[src/rtl/gsb_defines.svh]
/*
 Constants for the global status byte and fail-safe control gating.
 Assumes inclusion by bare name from the rtl folder.
*/
`ifndef STATUS_BYTE_DEFINES_SVH
`define STATUS_BYTE_DEFINES_SVH

// Global status byte bit positions
`define SBYTE_BIT_FAILSAFE   24
`define SBYTE_BIT_WARNING    25
`define SBYTE_BIT_DEVERR     26
`define SBYTE_BIT_FUNCERR    27
`define SBYTE_BIT_PHYERR     28
`define SBYTE_BIT_SERERR     29
`define SBYTE_BIT_RESET      30
`define SBYTE_BIT_SUMMARY_N  31
`define SBYTE_RESET          8'h80

// Device-error flag vector layout
`define DEVERR_IDX_SUP_OV    0
`define DEVERR_IDX_SUP_UV    1
`define DEVERR_IDX_REG_OV    2
`define DEVERR_IDX_REG_UV    3
`define DEVERR_IDX_CHARGE_PUMP_LOW    4
`define DEVERR_IDX_CLUSTER   5
`define DEVERR_SUPPLY_COUNT  5

// Global-warning flag vector layout
`define WARN_IDX_REG_EW      0
`define WARN_IDX_REG1_F      1
`define WARN_IDX_REG2_F      2
`define WARN_IDX_TRX_LOW     3
`define WARN_IDX_THERMAL     4
`define WARN_IDX_INV_CMD     5
`define WARN_IDX_SCK_CNT     6
`define WARN_COUNT           7

// Control register addresses and fields
`define CTRL_ADDR_CR1      6'h01
`define CTRL_ADDR_CR2      6'h02
`define CTRL_ADDR_CR5      6'h05
`define CTRL_ADDR_CR6      6'h06
`define CTRL_ADDR_PWM_LO   6'h0C
`define CTRL_ADDR_PWM_HI   6'h11
`define CTRL_ADDR_KEEP_LO  6'h17
`define CTRL_ADDR_KEEP_HI  6'h1D
`define CTRL_ADDR_CONFIG   6'h3F
`define CR1_SAFE_WR_BITS   24'h000131
`define CR1_KEEP_BITS      24'h000080
`define CR2_SAFE_WR_BITS   24'hFFFF00
`define CR56_SAFE_WR_BITS  24'h00000F
`define CTRL_ALL_BITS      24'hFFFFFF
`define CTRL_NO_BITS       24'h000000

`endif

[src/rtl/gsb_pkg.sv]
/*
 Types for the global status byte block.
 Assumes gsb_defines.svh is available for widths.
*/
`include "gsb_defines.svh"

package status_byte_pkg;

   typedef struct packed {
      logic       dev_err;
      logic       warn;
      logic       safe;
      logic       summary_n;
      logic [7:0] status_byte;
      logic       default_load;
   } summary_state_type;

   typedef struct packed {
      logic        go;
      logic [5:0]  addr;
      logic [23:0] data;
      logic [23:0] bits;
   } write_gate_state_type;

endpackage

[src/rtl/sticky_flag_bank.sv]
/*
 Bank of sticky status flags, set by hardware events, cleared by read-and-clear.
 Assumes set and clear vectors are synchronous to clk_sys.
*/
`timescale 1ns/10ps

module sticky_flag_bank #(
   parameter int W = 7
) (
   input  wire logic         clk_sys,
   input  wire logic         rst_n,
   input  wire logic [W-1:0] set_bits,
   input  wire logic [W-1:0] clr_bits,
   output logic      [W-1:0] flags_ff,
   output logic      [W-1:0] nxt_flags
);

   typedef struct packed {
      logic [W-1:0] flags;
   } bank_state_type;

   bank_state_type state_ff;
   bank_state_type nxt_state;

   always_comb begin
      nxt_state = state_ff;
      // Set wins over a clear in the same cycle
      nxt_state.flags = (state_ff.flags & ~clr_bits) | set_bits;
   end

   always_ff @(posedge clk_sys or negedge rst_n) begin
      if (!rst_n) begin
         state_ff <= '0;
      end else begin
         state_ff <= nxt_state;
      end
   end

   assign flags_ff  = state_ff.flags;
   assign nxt_flags = nxt_state.flags;

endmodule

[src/rtl/safe_write_gate.sv]
/*
 Control register write gate: in the safe state only exempt bits may be written.
 Assumes the control register file applies wr_bits_ff as a per-bit write enable.
*/
`timescale 1ns/10ps
`include "gsb_defines.svh"

module safe_write_gate (
   input  wire logic        clk_sys,
   input  wire logic        rst_n,
   input  wire logic        safe_state,
   input  wire logic        wr_req,
   input  wire logic [5:0]  wr_addr,
   input  wire logic [23:0] wr_data,
   output logic             wr_go_ff,
   output logic      [5:0]  wr_addr_ff,
   output logic      [23:0] wr_data_ff,
   output logic      [23:0] wr_bits_ff
);

   status_byte_pkg::write_gate_state_type state_ff;
   status_byte_pkg::write_gate_state_type nxt_state;
   logic [23:0]                           allowed;

   always_comb begin
      allowed = `CTRL_ALL_BITS;
      if (safe_state) begin
         if (wr_addr == `CTRL_ADDR_CR1) begin
            allowed = `CR1_SAFE_WR_BITS;
         end else if (wr_addr == `CTRL_ADDR_CR2) begin
            allowed = `CR2_SAFE_WR_BITS;
         end else if (wr_addr == `CTRL_ADDR_CR5 || wr_addr == `CTRL_ADDR_CR6) begin
            allowed = `CR56_SAFE_WR_BITS;
         end else if (wr_addr >= `CTRL_ADDR_PWM_LO && wr_addr <= `CTRL_ADDR_PWM_HI) begin
            allowed = `CTRL_ALL_BITS;
         end else begin
            allowed = `CTRL_NO_BITS;
         end
      end
      nxt_state      = state_ff;
      nxt_state.go   = wr_req && (allowed != `CTRL_NO_BITS);
      nxt_state.addr = wr_addr;
      nxt_state.data = wr_data;
      nxt_state.bits = wr_req ? allowed : `CTRL_NO_BITS;
   end

   always_ff @(posedge clk_sys or negedge rst_n) begin
      if (!rst_n) begin
         state_ff <= '0;
      end else begin
         state_ff <= nxt_state;
      end
   end

   assign wr_go_ff   = state_ff.go;
   assign wr_addr_ff = state_ff.addr;
   assign wr_data_ff = state_ff.data;
   assign wr_bits_ff = state_ff.bits;

endmodule

[src/rtl/global_status_failsafe_flags.sv]
/*
 Upper global status byte: device-error, global-warning, fail-safe flags,
 the inverted global summary bit, and fail-safe control register effects.
 Assumes all inputs synchronous to clk_sys; the control register file honours
 ctrl_default_load (keeping watchdog enable and 0x17..0x1D) and wr_bits_ff.
*/
`timescale 1ns/10ps
`include "gsb_defines.svh"

module global_status_failsafe_flags #(
   parameter int CLUSTERS = 4
) (
   input  wire logic                 clk_sys,
   input  wire logic                 rst_n,
   input  wire logic                 supply_overvoltage,
   input  wire logic                 supply_undervoltage,
   input  wire logic                 reg_supply_overvoltage,
   input  wire logic                 reg_supply_undervoltage,
   input  wire logic                 charge_pump_low,
   input  wire logic [CLUSTERS-1:0]  cluster_thermal_shutdown,
   input  wire logic [`DEVERR_SUPPLY_COUNT+CLUSTERS-1:0] dev_clear,
   input  wire logic                 reg_supply_early_warning,
   input  wire logic                 first_regulator_fail,
   input  wire logic                 second_regulator_fail,
   input  wire logic                 transceiver_supply_low,
   input  wire logic                 thermal_warning,
   input  wire logic                 invalid_serial_command,
   input  wire logic                 wrong_serial_clock_count,
   input  wire logic [`WARN_COUNT-1:0] warn_clear,
   input  wire logic                 watchdog_failure,
   input  wire logic                 first_regulator_undervoltage,
   input  wire logic                 second_level_thermal_shutdown,
   input  wire logic                 forced_sleep_thermal_or_short,
   input  wire logic                 fail_safe_exit,
   input  wire logic                 reset_flag,
   input  wire logic                 serial_error_flag,
   input  wire logic                 phys_layer_error_flag,
   input  wire logic                 functional_error_other,
   input  wire logic                 open_load_error,
   input  wire logic                 mask_global_warning,
   input  wire logic                 mask_open_load,
   input  wire logic                 mask_thermal_warning,
   input  wire logic                 ctrl_wr_req,
   input  wire logic [5:0]           ctrl_wr_addr,
   input  wire logic [23:0]          ctrl_wr_data,
   output logic                      device_error_flag,
   output logic                      global_warning_flag,
   output logic                      fail_safe_flag,
   output logic                      inverted_global_summary,
   output logic [7:0]                global_status_byte,
   output logic [`DEVERR_SUPPLY_COUNT+CLUSTERS-1:0] dev_flags,
   output logic [`WARN_COUNT-1:0]    warn_flags,
   output logic                      ctrl_default_load,
   output logic                      ctrl_wr_go,
   output logic [5:0]                ctrl_wr_addr_out,
   output logic [23:0]               ctrl_wr_data_out,
   output logic [23:0]               ctrl_wr_bits
);

   localparam int DW = `DEVERR_SUPPLY_COUNT + CLUSTERS;

   status_byte_pkg::summary_state_type state_ff;
   status_byte_pkg::summary_state_type nxt_state;

   logic [DW-1:0]          dev_set;
   logic [DW-1:0]          nxt_dev;
   logic [`WARN_COUNT-1:0] warn_set;
   logic [`WARN_COUNT-1:0] nxt_warn;
   logic [`WARN_COUNT-1:0] warn_sum_bits;
   logic                   safe_cause;
   logic                   safe_hold;
   logic                   safe_entry;
   logic                   func_err;
   logic                   func_err_sum;
   logic                   warn_sum;
   logic                   dev_any;
   logic                   warn_any;
   logic                   upper_any;
   logic [7:0]             byte_next;

   // Device-error contributors
   always_comb begin
      dev_set                           = '0;
      dev_set[`DEVERR_IDX_SUP_OV]       = supply_overvoltage;
      dev_set[`DEVERR_IDX_SUP_UV]       = supply_undervoltage;
      dev_set[`DEVERR_IDX_REG_OV]       = reg_supply_overvoltage;
      dev_set[`DEVERR_IDX_REG_UV]       = reg_supply_undervoltage;
      dev_set[`DEVERR_IDX_CHARGE_PUMP_LOW]       = charge_pump_low;
      dev_set[DW-1:`DEVERR_IDX_CLUSTER] = cluster_thermal_shutdown;
   end

   // Warning contributors
   always_comb begin
      warn_set                     = '0;
      warn_set[`WARN_IDX_REG_EW]   = reg_supply_early_warning;
      warn_set[`WARN_IDX_REG1_F]   = first_regulator_fail;
      warn_set[`WARN_IDX_REG2_F]   = second_regulator_fail;
      warn_set[`WARN_IDX_TRX_LOW]  = transceiver_supply_low;
      warn_set[`WARN_IDX_THERMAL]  = thermal_warning;
      warn_set[`WARN_IDX_INV_CMD]  = invalid_serial_command;
      warn_set[`WARN_IDX_SCK_CNT]  = wrong_serial_clock_count;
   end

   sticky_flag_bank #(
      .W (DW)
   ) dev_bank (
      .clk_sys   (clk_sys),
      .rst_n     (rst_n),
      .set_bits  (dev_set),
      .clr_bits  (dev_clear),
      .flags_ff  (dev_flags),
      .nxt_flags (nxt_dev)
   );

   sticky_flag_bank #(
      .W (`WARN_COUNT)
   ) warn_bank (
      .clk_sys   (clk_sys),
      .rst_n     (rst_n),
      .set_bits  (warn_set),
      .clr_bits  (warn_clear),
      .flags_ff  (warn_flags),
      .nxt_flags (nxt_warn)
   );

   safe_write_gate write_gate (
      .clk_sys    (clk_sys),
      .rst_n      (rst_n),
      .safe_state (state_ff.safe),
      .wr_req     (ctrl_wr_req),
      .wr_addr    (ctrl_wr_addr),
      .wr_data    (ctrl_wr_data),
      .wr_go_ff   (ctrl_wr_go),
      .wr_addr_ff (ctrl_wr_addr_out),
      .wr_data_ff (ctrl_wr_data_out),
      .wr_bits_ff (ctrl_wr_bits)
   );

   // Fail-safe causes
   always_comb begin
      safe_cause = watchdog_failure
                 | first_regulator_undervoltage
                 | second_level_thermal_shutdown
                 | forced_sleep_thermal_or_short;
   end

   // Cause holds the flag; exit clears it only with no cause present
   always_comb begin
      safe_hold  = safe_cause | (state_ff.safe & ~fail_safe_exit);
      safe_entry = safe_hold & ~state_ff.safe;
   end

   // Functional error and its masked share
   always_comb begin
      func_err     = functional_error_other | open_load_error;
      func_err_sum = functional_error_other | (open_load_error & ~mask_open_load);
   end

   // Warning share of the inverted summary
   always_comb begin
      warn_sum_bits = nxt_warn;
      if (mask_thermal_warning) begin
         warn_sum_bits[`WARN_IDX_THERMAL] = 1'b0;
      end
      warn_sum = (|warn_sum_bits) & ~mask_global_warning;
   end

   // Summaries from next flag values, so they match the flag registers
   always_comb begin
      dev_any   = |nxt_dev;
      // Warnings feed this flag and, through warn_sum, the inverted summary
      warn_any  = |nxt_warn;
      upper_any = reset_flag | serial_error_flag | phys_layer_error_flag
                | func_err_sum | dev_any | warn_sum | safe_hold;
   end

   // Status byte assembly
   always_comb begin
      byte_next = '0;
      byte_next[`SBYTE_BIT_SUMMARY_N - `SBYTE_BIT_FAILSAFE] = ~upper_any;
      byte_next[`SBYTE_BIT_RESET - `SBYTE_BIT_FAILSAFE]     = reset_flag;
      byte_next[`SBYTE_BIT_SERERR - `SBYTE_BIT_FAILSAFE]    = serial_error_flag;
      byte_next[`SBYTE_BIT_PHYERR - `SBYTE_BIT_FAILSAFE]    = phys_layer_error_flag;
      byte_next[`SBYTE_BIT_FUNCERR - `SBYTE_BIT_FAILSAFE]   = func_err;
      byte_next[`SBYTE_BIT_DEVERR - `SBYTE_BIT_FAILSAFE]    = dev_any;
      byte_next[`SBYTE_BIT_WARNING - `SBYTE_BIT_FAILSAFE]   = warn_any;
      byte_next[`SBYTE_BIT_FAILSAFE - `SBYTE_BIT_FAILSAFE]  = safe_hold;
   end

   // Next state
   always_comb begin
      nxt_state              = state_ff;
      nxt_state.dev_err      = dev_any;
      nxt_state.warn         = warn_any;
      nxt_state.safe         = safe_hold;
      nxt_state.default_load = safe_entry;
      nxt_state.summary_n    = ~upper_any;
      nxt_state.status_byte  = byte_next;
   end

   always_ff @(posedge clk_sys or negedge rst_n) begin
      if (!rst_n) begin
         state_ff             <= '0;
         state_ff.summary_n   <= 1'b1;
         state_ff.status_byte <= `SBYTE_RESET;
      end else begin
         state_ff <= nxt_state;
      end
   end

   assign device_error_flag       = state_ff.dev_err;
   assign global_warning_flag     = state_ff.warn;
   assign fail_safe_flag          = state_ff.safe;
   assign inverted_global_summary = state_ff.summary_n;
   assign global_status_byte      = state_ff.status_byte;
   assign ctrl_default_load       = state_ff.default_load;

endmodule

[config.mk]
export PLATFORM = sky130hd
export DESIGN_NAME = global_status_failsafe_flags
export DESIGN_NICKNAME = d
export VERILOG_FILES = /design/src/rtl/gsb_pkg.sv /design/src/rtl/sticky_flag_bank.sv /design/src/rtl/safe_write_gate.sv /design/src/rtl/global_status_failsafe_flags.sv
export VERILOG_INCLUDE_DIRS = /design/src /design/src/rtl
export SDC_FILE = /design/constraint.sdc
export NUM_CORES = 1
export LEC_CHECK = 0
export ABC_AREA = 1
export ABC_CLOCK_PERIOD_IN_PS = 2500
export BUFFER_PORTS_ARGS = -buffer_cell sky130_fd_sc_hd__buf_4
export CAP_MARGIN = 20
export CORE_UTILIZATION = 43
export CTS_CLUSTER_DIAMETER = 200
export DETAILED_ROUTE_END_ITERATION = 10
export PLACE_DENSITY = 0.84
export SLEW_MARGIN = 30
export SYNTH_ARGS = -nofsm -noshare
export SYNTH_HDL_FRONTEND = slang
export SYNTH_SLANG_ARGS = --single-unit
[constraint.sdc]
create_clock -name clk_sys -period 2.5 [get_ports clk_sys]
set_clock_uncertainty 0.15 [all_clocks]
set_input_delay 0.125 -clock clk_sys [delete_from_list [all_inputs] [get_ports clk_sys]]
set_output_delay 0.125 -clock clk_sys [all_outputs]
set_load 0.01 [all_outputs]
# After elaboration in Yosys (flattened, before gate mapping)
# Index checks and enable logic that the tools add are counted.
[totals]
register_bits = 84
output_inout_bits = 84
elab_cells = 59
[classes]
n_mux = 7
reduce_logical = 7
n_eq_ne = 4
bitwise = 27
magnitude_cmp = 2
[op_table]
columns = ["cell", "n"]
rows = [
  ["$mux W24", 6],
  ["$reduce_bool A24 Y1", 1],
  ["$reduce_or A7 Y1", 2],
  ["$eq A6 B3 Y1 const B", 2],
  ["$or A1 B1 Y1", 12],
  ["$and A9 B9 Y9", 1],
  ["$not A9 Y9", 1],
  ["$or A9 B9 Y9", 1],
  ["$reduce_or A9 Y1", 1],
  ["$and A7 B7 Y7", 1],
  ["$not A7 Y7", 1],
  ["$or A7 B7 Y7", 1],
  ["$eq A6 B1 Y1 const B", 1],
  ["$eq A6 B2 Y1 const B", 1],
  ["$ge A6 B4 Y1 const B", 1],
  ["$le A6 B5 Y1 const B", 1],
  ["$not A1 Y1", 5],
  ["$and A1 B1 Y1", 4],
  ["$logic_and A1 B1 Y1", 2],
  ["$logic_or A1 B1 Y1", 1],
  ["$mux W1", 1],
]

# Longest topological paths before layout
# Gate-level depths: netlist of run 1.
[logic_depth]
ltp_word = 9
depth_mapped = 8

# Hierarchy
# From an unflattened synthesis of run 1, not the netlist that was laid out.
[hier_totals]
hier_cells = 222
area_unflattened_um2 = 2298.5
[by_module_without_submodules]
columns = ["module", "n_inst", "area_per_inst_um2", "cells_each"]
rows = [
  ["safe_write_gate", 1, 1247.4, 94],
  ["global_status_failsafe_flags", 1, 410.4, 48],
  ["sticky_flag_bank (dev_bank)", 1, 360.3, 45],
  ["sticky_flag_bank (warn_bank)", 1, 280.3, 35],
]

# Least setup slack after synthesis of run 1
# Ideal clock, no wire load.
[synth_path]
path_kind = "register to register"
start = "reg dev_bank.state_ff, in the netlist dev_bank.flags_ff[6]"
end = "reg state_ff, in the netlist global_status_byte[7]"
t_required_ns = 2.283
setup_ns = 0.067
slack_ns = 1.383
arrival_time_ns = 0.900
synth_period_minus_slack_ns = 1.117
n_path_buf = 0
path_stages_with_launch = 6
cell_sequence = "dfrtp_1 -> a21oi_1 -> nand2_1 -> nor2_2 -> nand3_1 -> nor2_1"
[synth_between]
elab_chain_len = 7
[synth_lines]
columns = ["item", "line_no", "source"]
rows = [
  ["start: declaration", "sticky_flag_bank.sv:22", "bank_state_type state_ff;"],
  ["start signal: assignment", "sticky_flag_bank.sv:35", "state_ff <= nxt_state;"],
  ["$and A9 B9 Y9", "sticky_flag_bank.sv:28", "nxt_state.flags = (state_ff.flags & ~clr_bits) | set_bits;"],
  ["$or A9 B9 Y9", "sticky_flag_bank.sv:28", ""],
  ["$reduce_or A9 Y1", "global_status_failsafe_flags.sv:170", "dev_any = |nxt_dev;"],
  ["$or A1 B1 Y1 (3 in a row)", "global_status_failsafe_flags.sv:174", "| func_err_sum | dev_any | warn_sum | safe_hold;"],
  ["$not A1 Y1", "global_status_failsafe_flags.sv:180", "byte_next[`SBYTE_BIT_SUMMARY_N - `SBYTE_BIT_FAILSAFE] = ~upper_any;"],
  ["net byte_next[7]", "global_status_failsafe_flags.sv:79", "logic [7:0] byte_next;"],
  ["end signal: assignment", "global_status_failsafe_flags.sv:207", "state_ff <= nxt_state;"],
  ["end: declaration", "global_status_failsafe_flags.sv:62", "status_byte_pkg::summary_state_type state_ff;"],
]
# The timed path passes the listed nets, and every way through them passes these cells.

# Worst setup path in the final report of run 1
[layout_path]
start = "in second_level_thermal_shutdown"
end = "reg state_ff, in the netlist global_status_byte[7]"
[layout_between]
elab_chain_len = 5
[layout_lines]
columns = ["item", "line_no", "source"]
rows = [
  ["start: declaration", "global_status_failsafe_flags.sv:32", "input wire logic second_level_thermal_shutdown,"],
  ["$or A1 B1 Y1", "global_status_failsafe_flags.sv:143", "| second_level_thermal_shutdown"],
  ["$or A1 B1 Y1", "global_status_failsafe_flags.sv:144", "| forced_sleep_thermal_or_short;"],
  ["$or A1 B1 Y1", "global_status_failsafe_flags.sv:149", "safe_hold = safe_cause | (state_ff.safe & ~fail_safe_exit);"],
  ["net byte_next[0]", "global_status_failsafe_flags.sv:79", ""],
  ["$or A1 B1 Y1", "global_status_failsafe_flags.sv:174", ""],
  ["$not A1 Y1", "global_status_failsafe_flags.sv:180", ""],
  ["net byte_next[7]", "global_status_failsafe_flags.sv:79", ""],
]
# The timed path passes the listed nets, and every way through them passes these cells.

==> results of run 1 <==
## registers in the layout, indices dropped and copies added (netlist names)
register and count:
write_gate.wr_bits_ff 6, warn_bank.flags_ff 7, global_status_byte 8, write_gate.wr_data_ff 24, dev_bank.flags_ff 9, write_gate.wr_go_ff 1
write_gate.wr_addr_ff 6, ctrl_default_load 1
## report_power, final
| group | total [uW] | internal, uW | leakage (uW) | switching, uW |
|---|---|---|---|---|
| sequential | 1080 | 1050 | 0.000713 | 27.5 |
| clock | 797 | 438 | 0.0000954 | 358 |
| combinational | 421 | 252 | 0.00148 | 170 |
| total | 2300 | 1740 | 0.00228 | 556 |
## layout make-up
| class | count | area, um2 | share of cell area |
|---|---|---|---|
| Timing Repair Buffer | 237 | 1969 | 0.4580 |
| Sequential cell | 62 | 1553 | 0.3611 |
| Multi-Input combinational cell | 78 | 369.1 | 0.08583 |
| Clock buffer | 13 | 168.9 | 0.03928 |
| Inverter | 37 | 138.9 | 0.03230 |
| Tap cell | 67 | 83.83 | 0.01949 |
| Clock inverter | 3 | 17.52 | 0.004073 |
## repair_timing
| action | CTS | global route |
|---|---|---|
| endpoints found under the hold margin | 123 | 0 |
| buffers inserted | 0 | 0 |
| resized for setup | 0 | 0 |
| hold buffers | 76 | 0 |
## cells in the final DEF (no fill, tap or decap), drive strengths merged
cell,Yosys,final
a31oi,1,1
xor2,1,1
dlygate4sd3,0,76
nand2,35,35
nand3,6,6
nor3,1,1
inv,37,37
nand4,1,1
clkinvlp,0,1
o21ai,3,3
dfrtp,61,61
nor2,19,19
clkbuf,0,13
buf,22,161
a21oi,5,5
or2,1,1
o211ai,1,1
dfstp,1,1
clkinv,0,2
o21bai,4,4
## metrics by stage
stage / cell area, um2 / std cells
after detailed placement: 3353 / 405
final: 4300 / 497
after global routing: 4300 / 497
after global placement: 3353 / 405
after CTS: 4300 / 497
after floorplan: 2226 / 199
## cells by family after synthesis
| family | count (synthesis) | share of synthesized area |
|---|---|---|
| compound gates | 14 | 0.04160 |
| flops | 62 | 0.6976 |
| simple gates | 63 | 0.1203 |
| xor+xnor | 1 | 0.003936 |
| buf+inv | 59 | 0.1366 |
## worst max-delay path: stages
cell and delay (ns):
dlygate4sd3_1 0.53, buf_4 0.13, nor2_1 0.10, dlygate4sd3_1 0.56
o211ai_2 0.10, nor2_1 0.11, nand3_1 0.10, nor2_1 0.09
dlygate4sd3_1 0.55
## per-layer routing
layer / vias to the layer above / wire length [um] / GRT usage / share of wire
li1: 1021 / - / - / -
met1: 1060 / 2825 / 0.3040 / 0.36
met2: 121 / 4283 / 0.5535 / 0.54
met3: 18 / 584 / 0.07317 / 0.074
met4: 0 / 182 / 0.1368 / 0.023
met5: - / 0 / 0 / 0
## final timing paths
kind / slack [ns] / start / to / cells past startpoint
worst min-delay path: 0.11 / second_regulator_fail / global_status_byte[1] / 6
worst max-delay path: 0.21 / second_level_thermal_shutdown / global_status_byte[7] / 9
max in group asynchronous: 1.42 / rst_n / write_gate.wr_bits_ff[5] / 2
worst max register to register: 0.60 / dev_bank.flags_ff[1] / global_status_byte[7] / 6
worst min register to register: 0.44 / global_status_byte[0] / write_gate.wr_bits_ff[3] / 1
min in group asynchronous: 0.28 / rst_n / write_gate.wr_data_ff[12] / 2
==> flow_summary_export.csv, run 1 <==
group,metric,value,unit
outcome,status,"completed",
worst_setup_path,cp-start-kind,"input port",
sta,setup_violations,0,
clock_network,cts-buffers-inserted,9,
job,cap_violations,0,
clock_network,cts-root-buf,"clkbuf_8",
synthesis,syn_area_per_cell,11.19,um2
sta,hold_viol,0,
routing,dr.pass1.iters,4,
synthesis,async_flop_share,1.000,
synthesis,yosysTopAreaCell,"dfrtp_1",
sta,slew_headroom,0.5014,
cells_and_area,nets,503,
synthesis,synthFlopType,"dfrtp_1",
power_and_ir_drop,power.density,534.8,nW/um2
clock_network,cts_tree,"built",
floorplan,coreArea,4848,um2
worst_setup_path,crit_fanout,2,
floorplan,fp.dieH,73.95,um
floorplan,num_rows,25,
synthesis,synth_fp_nets,277,
synthesis,synth_edf_count,0,
sta,whs,0.1095,ns
grt,grt_pass1_wl,11520,um
grt,grt_antenna_before_repair,0,
hold_path,hold_class,"in -> reg",
routing,via_per_inst,4.467,
synthesis,yosysMostFrequentCell,"dfrtp_1",
sta,post-route-period-util,0.9160,
cells_and_area,nFillCells,210,
clock_network,ctsLongestPathBuffers,2,
routing,dr_total_vias,2220,
sta,timing.final.ws_setup,0.2100,ns
placed_design,port_buffers,161,
cells_and_area,diodes,0,
floorplan,start_util,0.4591,
routing,drc,0,
power_and_ir_drop,p_total,2300,uW
synthesis,ys_seq_area_frac,0.6976,
worst_setup_path,crit_arrival,2.40,ns
worst_setup_path,endpoint_kind,"flop",
floorplan,dieWidth,73.95,um
power_and_ir_drop,p_leak,0.002285,uW
placed_design,dp_hpwl,4156,um
synthesis,yosys_warnings,0,
sta,worstMarginPinSlew,0.7479,ns
synthesis,syn_inst,199,
worst_setup_path,cp.required,2.61,ns
clock_network,cts_max_level,3,
sta,slew_viol_final,0,
routing,routed_wl,7875,um
floorplan,io_pins,162,
sta,period_needed,2.290,ns
cells_and_area,drive_gt1_frac,0.4372,
grt,grt_overflow,0,
clock_network,worstSkewPairLatency,0.31,ns
placed_design,place_ws,1.285,ns
routing,drt_iter0_drc,81,
grt,grt_use_total,0.2939,
synthesis,yosys-top-cells-area,"dfrtp_1 (69%), buf_4 (7.4%), inv_1 (6.1%)",
sta,max_freq,436.7,MHz
synthesis,yosys-top-cells-count,"dfrtp_1 (61), inv_1 (36), nand2_1 (32)",
placed_design,place_congestion,0.6975,
grt,first_global_vias,2341,
synthesis,yosysTopAreaCellShare,0.6858,
clock_network,numClockSinks,62,
floorplan,dieArea,5468,um2
synthesis,yosys.cell_types.count,20,
sta,fin_setup_tns,0,ns
synthesis,ys_seq_elements,62,
power_and_ir_drop,ir_worst_vdd,0.4464,mV
grt,grt_max_degree,63,
cells_and_area,fin_util,0.8870,
worst_setup_path,critical_path_class,"in -> reg",
sta,rsz0062_at_grt,"no",
routing,wl_per_cell,15.85,um
cells_and_area,areaGrowthSynthToFinish,93.20,%
synthesis,netlist_area,2226,um2
routing,final_antenna_net_count,0,
clock_network,clk_pin_slew,0.07,ns
No activity file was read; power rests on OpenSTA's default activity.
==> run 2, diff against run 1 <==
--- a/config.mk
+++ b/config.mk
@@ -7,9 +7,9 @@
 export NUM_CORES = 1
 export LEC_CHECK = 0
 export ABC_AREA = 1
-export ABC_CLOCK_PERIOD_IN_PS = 2500
 export BUFFER_PORTS_ARGS = -buffer_cell sky130_fd_sc_hd__buf_4
 export CAP_MARGIN = 20
+export CORE_ASPECT_RATIO = 0.7
 export CORE_UTILIZATION = 43
 export CTS_CLUSTER_DIAMETER = 200
 export DETAILED_ROUTE_END_ITERATION = 10
==> flow_summary_export.csv, run 2 (synthesis gave the netlist of run 1 again) <==
group,metric,value,unit
outcome,status,"completed",
clock_network,ctsLongestPathBuffers,2,
placed_design,dpl.cell_count,407,
grt,grt_pass1_wl,12350,um
sta,hold_viol,0,
grt,grt_max_degree,63,
power_and_ir_drop,power.density,600.6,nW/um2
floorplan,num_rows,21,
cells_and_area,largest_register_ffs,24,
hold_path,hold_class,"in -> reg",
clock_network,cts_resized,0,
placed_design,place_congestion,0.7265,
floorplan,coreArea,4887,um2
routing,via_per_inst,4.550,
floorplan,dieWidth,88.00,um
routing,drc,0,
clock_network,clk_pin_slew,0.07,ns
routing,routed_wl,8153,um
grt,grt_use_total,0.3166,
sta,max_freq,437.2,MHz
clock_network,cts_max_level,3,
sta,worstMarginPinSlew,0.7483,ns
routing,final_antenna_net_count,0,
worst_setup_path,endpoint_kind,"flop",
routing,drt_iter0_drc,73,
cells_and_area,layout_common_cells,"buf_4 (161), dlygate4sd3_1 (73), dfrtp_1 (61)",
floorplan,start_util,0.4555,
power_and_ir_drop,ir_worst_vdd,0.5155,mV
routing,dr_total_vias,2257,
power_and_ir_drop,p_leak,0.002303,uW
cells_and_area,fin_cells,496,
clock_network,worstSkewPairLatency,0.34,ns
sta,setup_violations,0,
sta,post-route-period-util,0.9149,
sta,timing.final.ws_setup,0.2127,ns
worst_setup_path,crit_chain,"inv_1, o21bai_1, dlygate4sd3_1, nor2_1, nand3_1, nor2_1, dlygate4sd3_1",
cells_and_area,areaGrowthSynthToFinish,95.00,%
cells_and_area,nets,500,
cells_and_area,drive_gt1_frac,0.4426,
routing,dr.pass1.iters,4,
worst_setup_path,cp.required,2.63,ns
cells_and_area,fin_util,0.8881,
floorplan,io_pins,162,
clock_network,cts_tree,"built",
worst_setup_path,critical_path.top_delay_family,"buffers and inverters",
job,cap_violations,0,
worst_setup_path,cp_num_buf_inv,3,
grt,grt_antenna_before_repair,0,
worst_setup_path,cp-start-kind,"flop",
grt,first_global_vias,2576,
sta,fin_setup_tns,0,ns
floorplan,dieArea,5473,um2
placed_design,place_ws,1.260,ns
sta,slew_viol_final,0,
floorplan,fp.dieH,62.20,um
sta,slew_headroom,0.5011,
placed_design,dp_hpwl,4100,um
worst_setup_path,crit_fanout,2,
clock_network,cts-buffers-inserted,9,
worst_setup_path,critical_path_class,"reg -> reg",
clock_network,cts-root-buf,"clkbuf_8",
sta,rsz0062_at_grt,"no",
placed_design,port_buffers,161,
worst_setup_path,crit_arrival,2.42,ns
worst_setup_path,critPathSlowestCell,"dlygate4sd3_1",
clock_network,numClockSinks,62,
routing,wl_per_cell,16.44,um
sta,period_needed,2.287,ns
cells_and_area,diodes,0,
worst_setup_path,max_stage_delay,0.60,ns
cells_and_area,layout_commonest_cell,"buf_4",
grt,grt_overflow,0,
run 2: cell types whose count changed in the layout (fill, tap and decap cells not counted), sizes merged:
cell,change
dlygate4sd3,-3
clkinvlp,-1
clkinv,-1
bufinv,+3
inv,+2
clkbuf,-3
run 2: layout make-up:
class,count,area [um2]
fillers,218,546.8
repair buffers,234,1939
flip-flops and latches,62,1553
multi-input cells,78,369.1
inverters,37,138.9
clock inverters,6,116.4
clock buffers,10,137.6
well taps,69,86.33
run 2: worst min-delay path: cells and delay by family:
kind / cells / cell delay (ns)
buffers and inverters: 2 / 0.15
and+or+nand+nor: 4 / 0.21
run 2: report_power, final:
part / internal [uW] / leakage, uW / total [uW] / switching [uW]
clock: 698 / 0.000127 / 1110 / 408
sequential: 1050 / 0.000713 / 1080 / 27.2
combinational: 249 / 0.00146 / 420 / 171
run 2: timing repair:
action	CTS	global route
setup endpoints to repair	0	0
setup buffers	0	0
hold endpoints to repair	123	0
hold buffers	73	0
run 2: metal layers:
metal | track usage | up-vias | part of all wire
met4 | 0.1352 | 0 | 0.037
met5 | 0 | - | 0
met2 | 0.5882 | 143 | 0.54
li1 | - | 1019 | -
met1 | 0.2947 | 1065 | 0.33
met3 | 0.1356 | 30 | 0.087
run 2: worst paths after layout:
path / startpoint / end / slack [ns] / cells past startpoint
max reg2reg: dev_bank.flags_ff[8] / global_status_byte[7] / 0.21 / 7
min in group asynchronous: rst_n / dev_bank.flags_ff[2] / 0.23 / 2
max: dev_bank.flags_ff[8] / global_status_byte[7] / 0.21 / 7
min: warn_clear[5] / global_status_byte[1] / 0.03 / 6
max in group asynchronous: rst_n / write_gate.wr_bits_ff[5] / 1.47 / 2
min reg2reg: warn_bank.flags_ff[6] / global_status_byte[1] / 0.45 / 4
run 2: metrics by stage:
| stage | total power, uW | cell area [um2] | hold WS (ns) |
|---|---|---|---|
| 6_report | 2607 | 4340 | 0.02831 |
| 5_1_grt | 2708 | 4340 | 0.06615 |
| 4_1_cts | 2597 | 4340 | 0.006387 |
| 3_5_place_dp | 1401 | 3356 | 0.08532 |
| 3_3_place_gp | 1390 | 3356 | 0.08440 |
| 2_1_floorplan | 1188 | 2226 | -0.3206 |
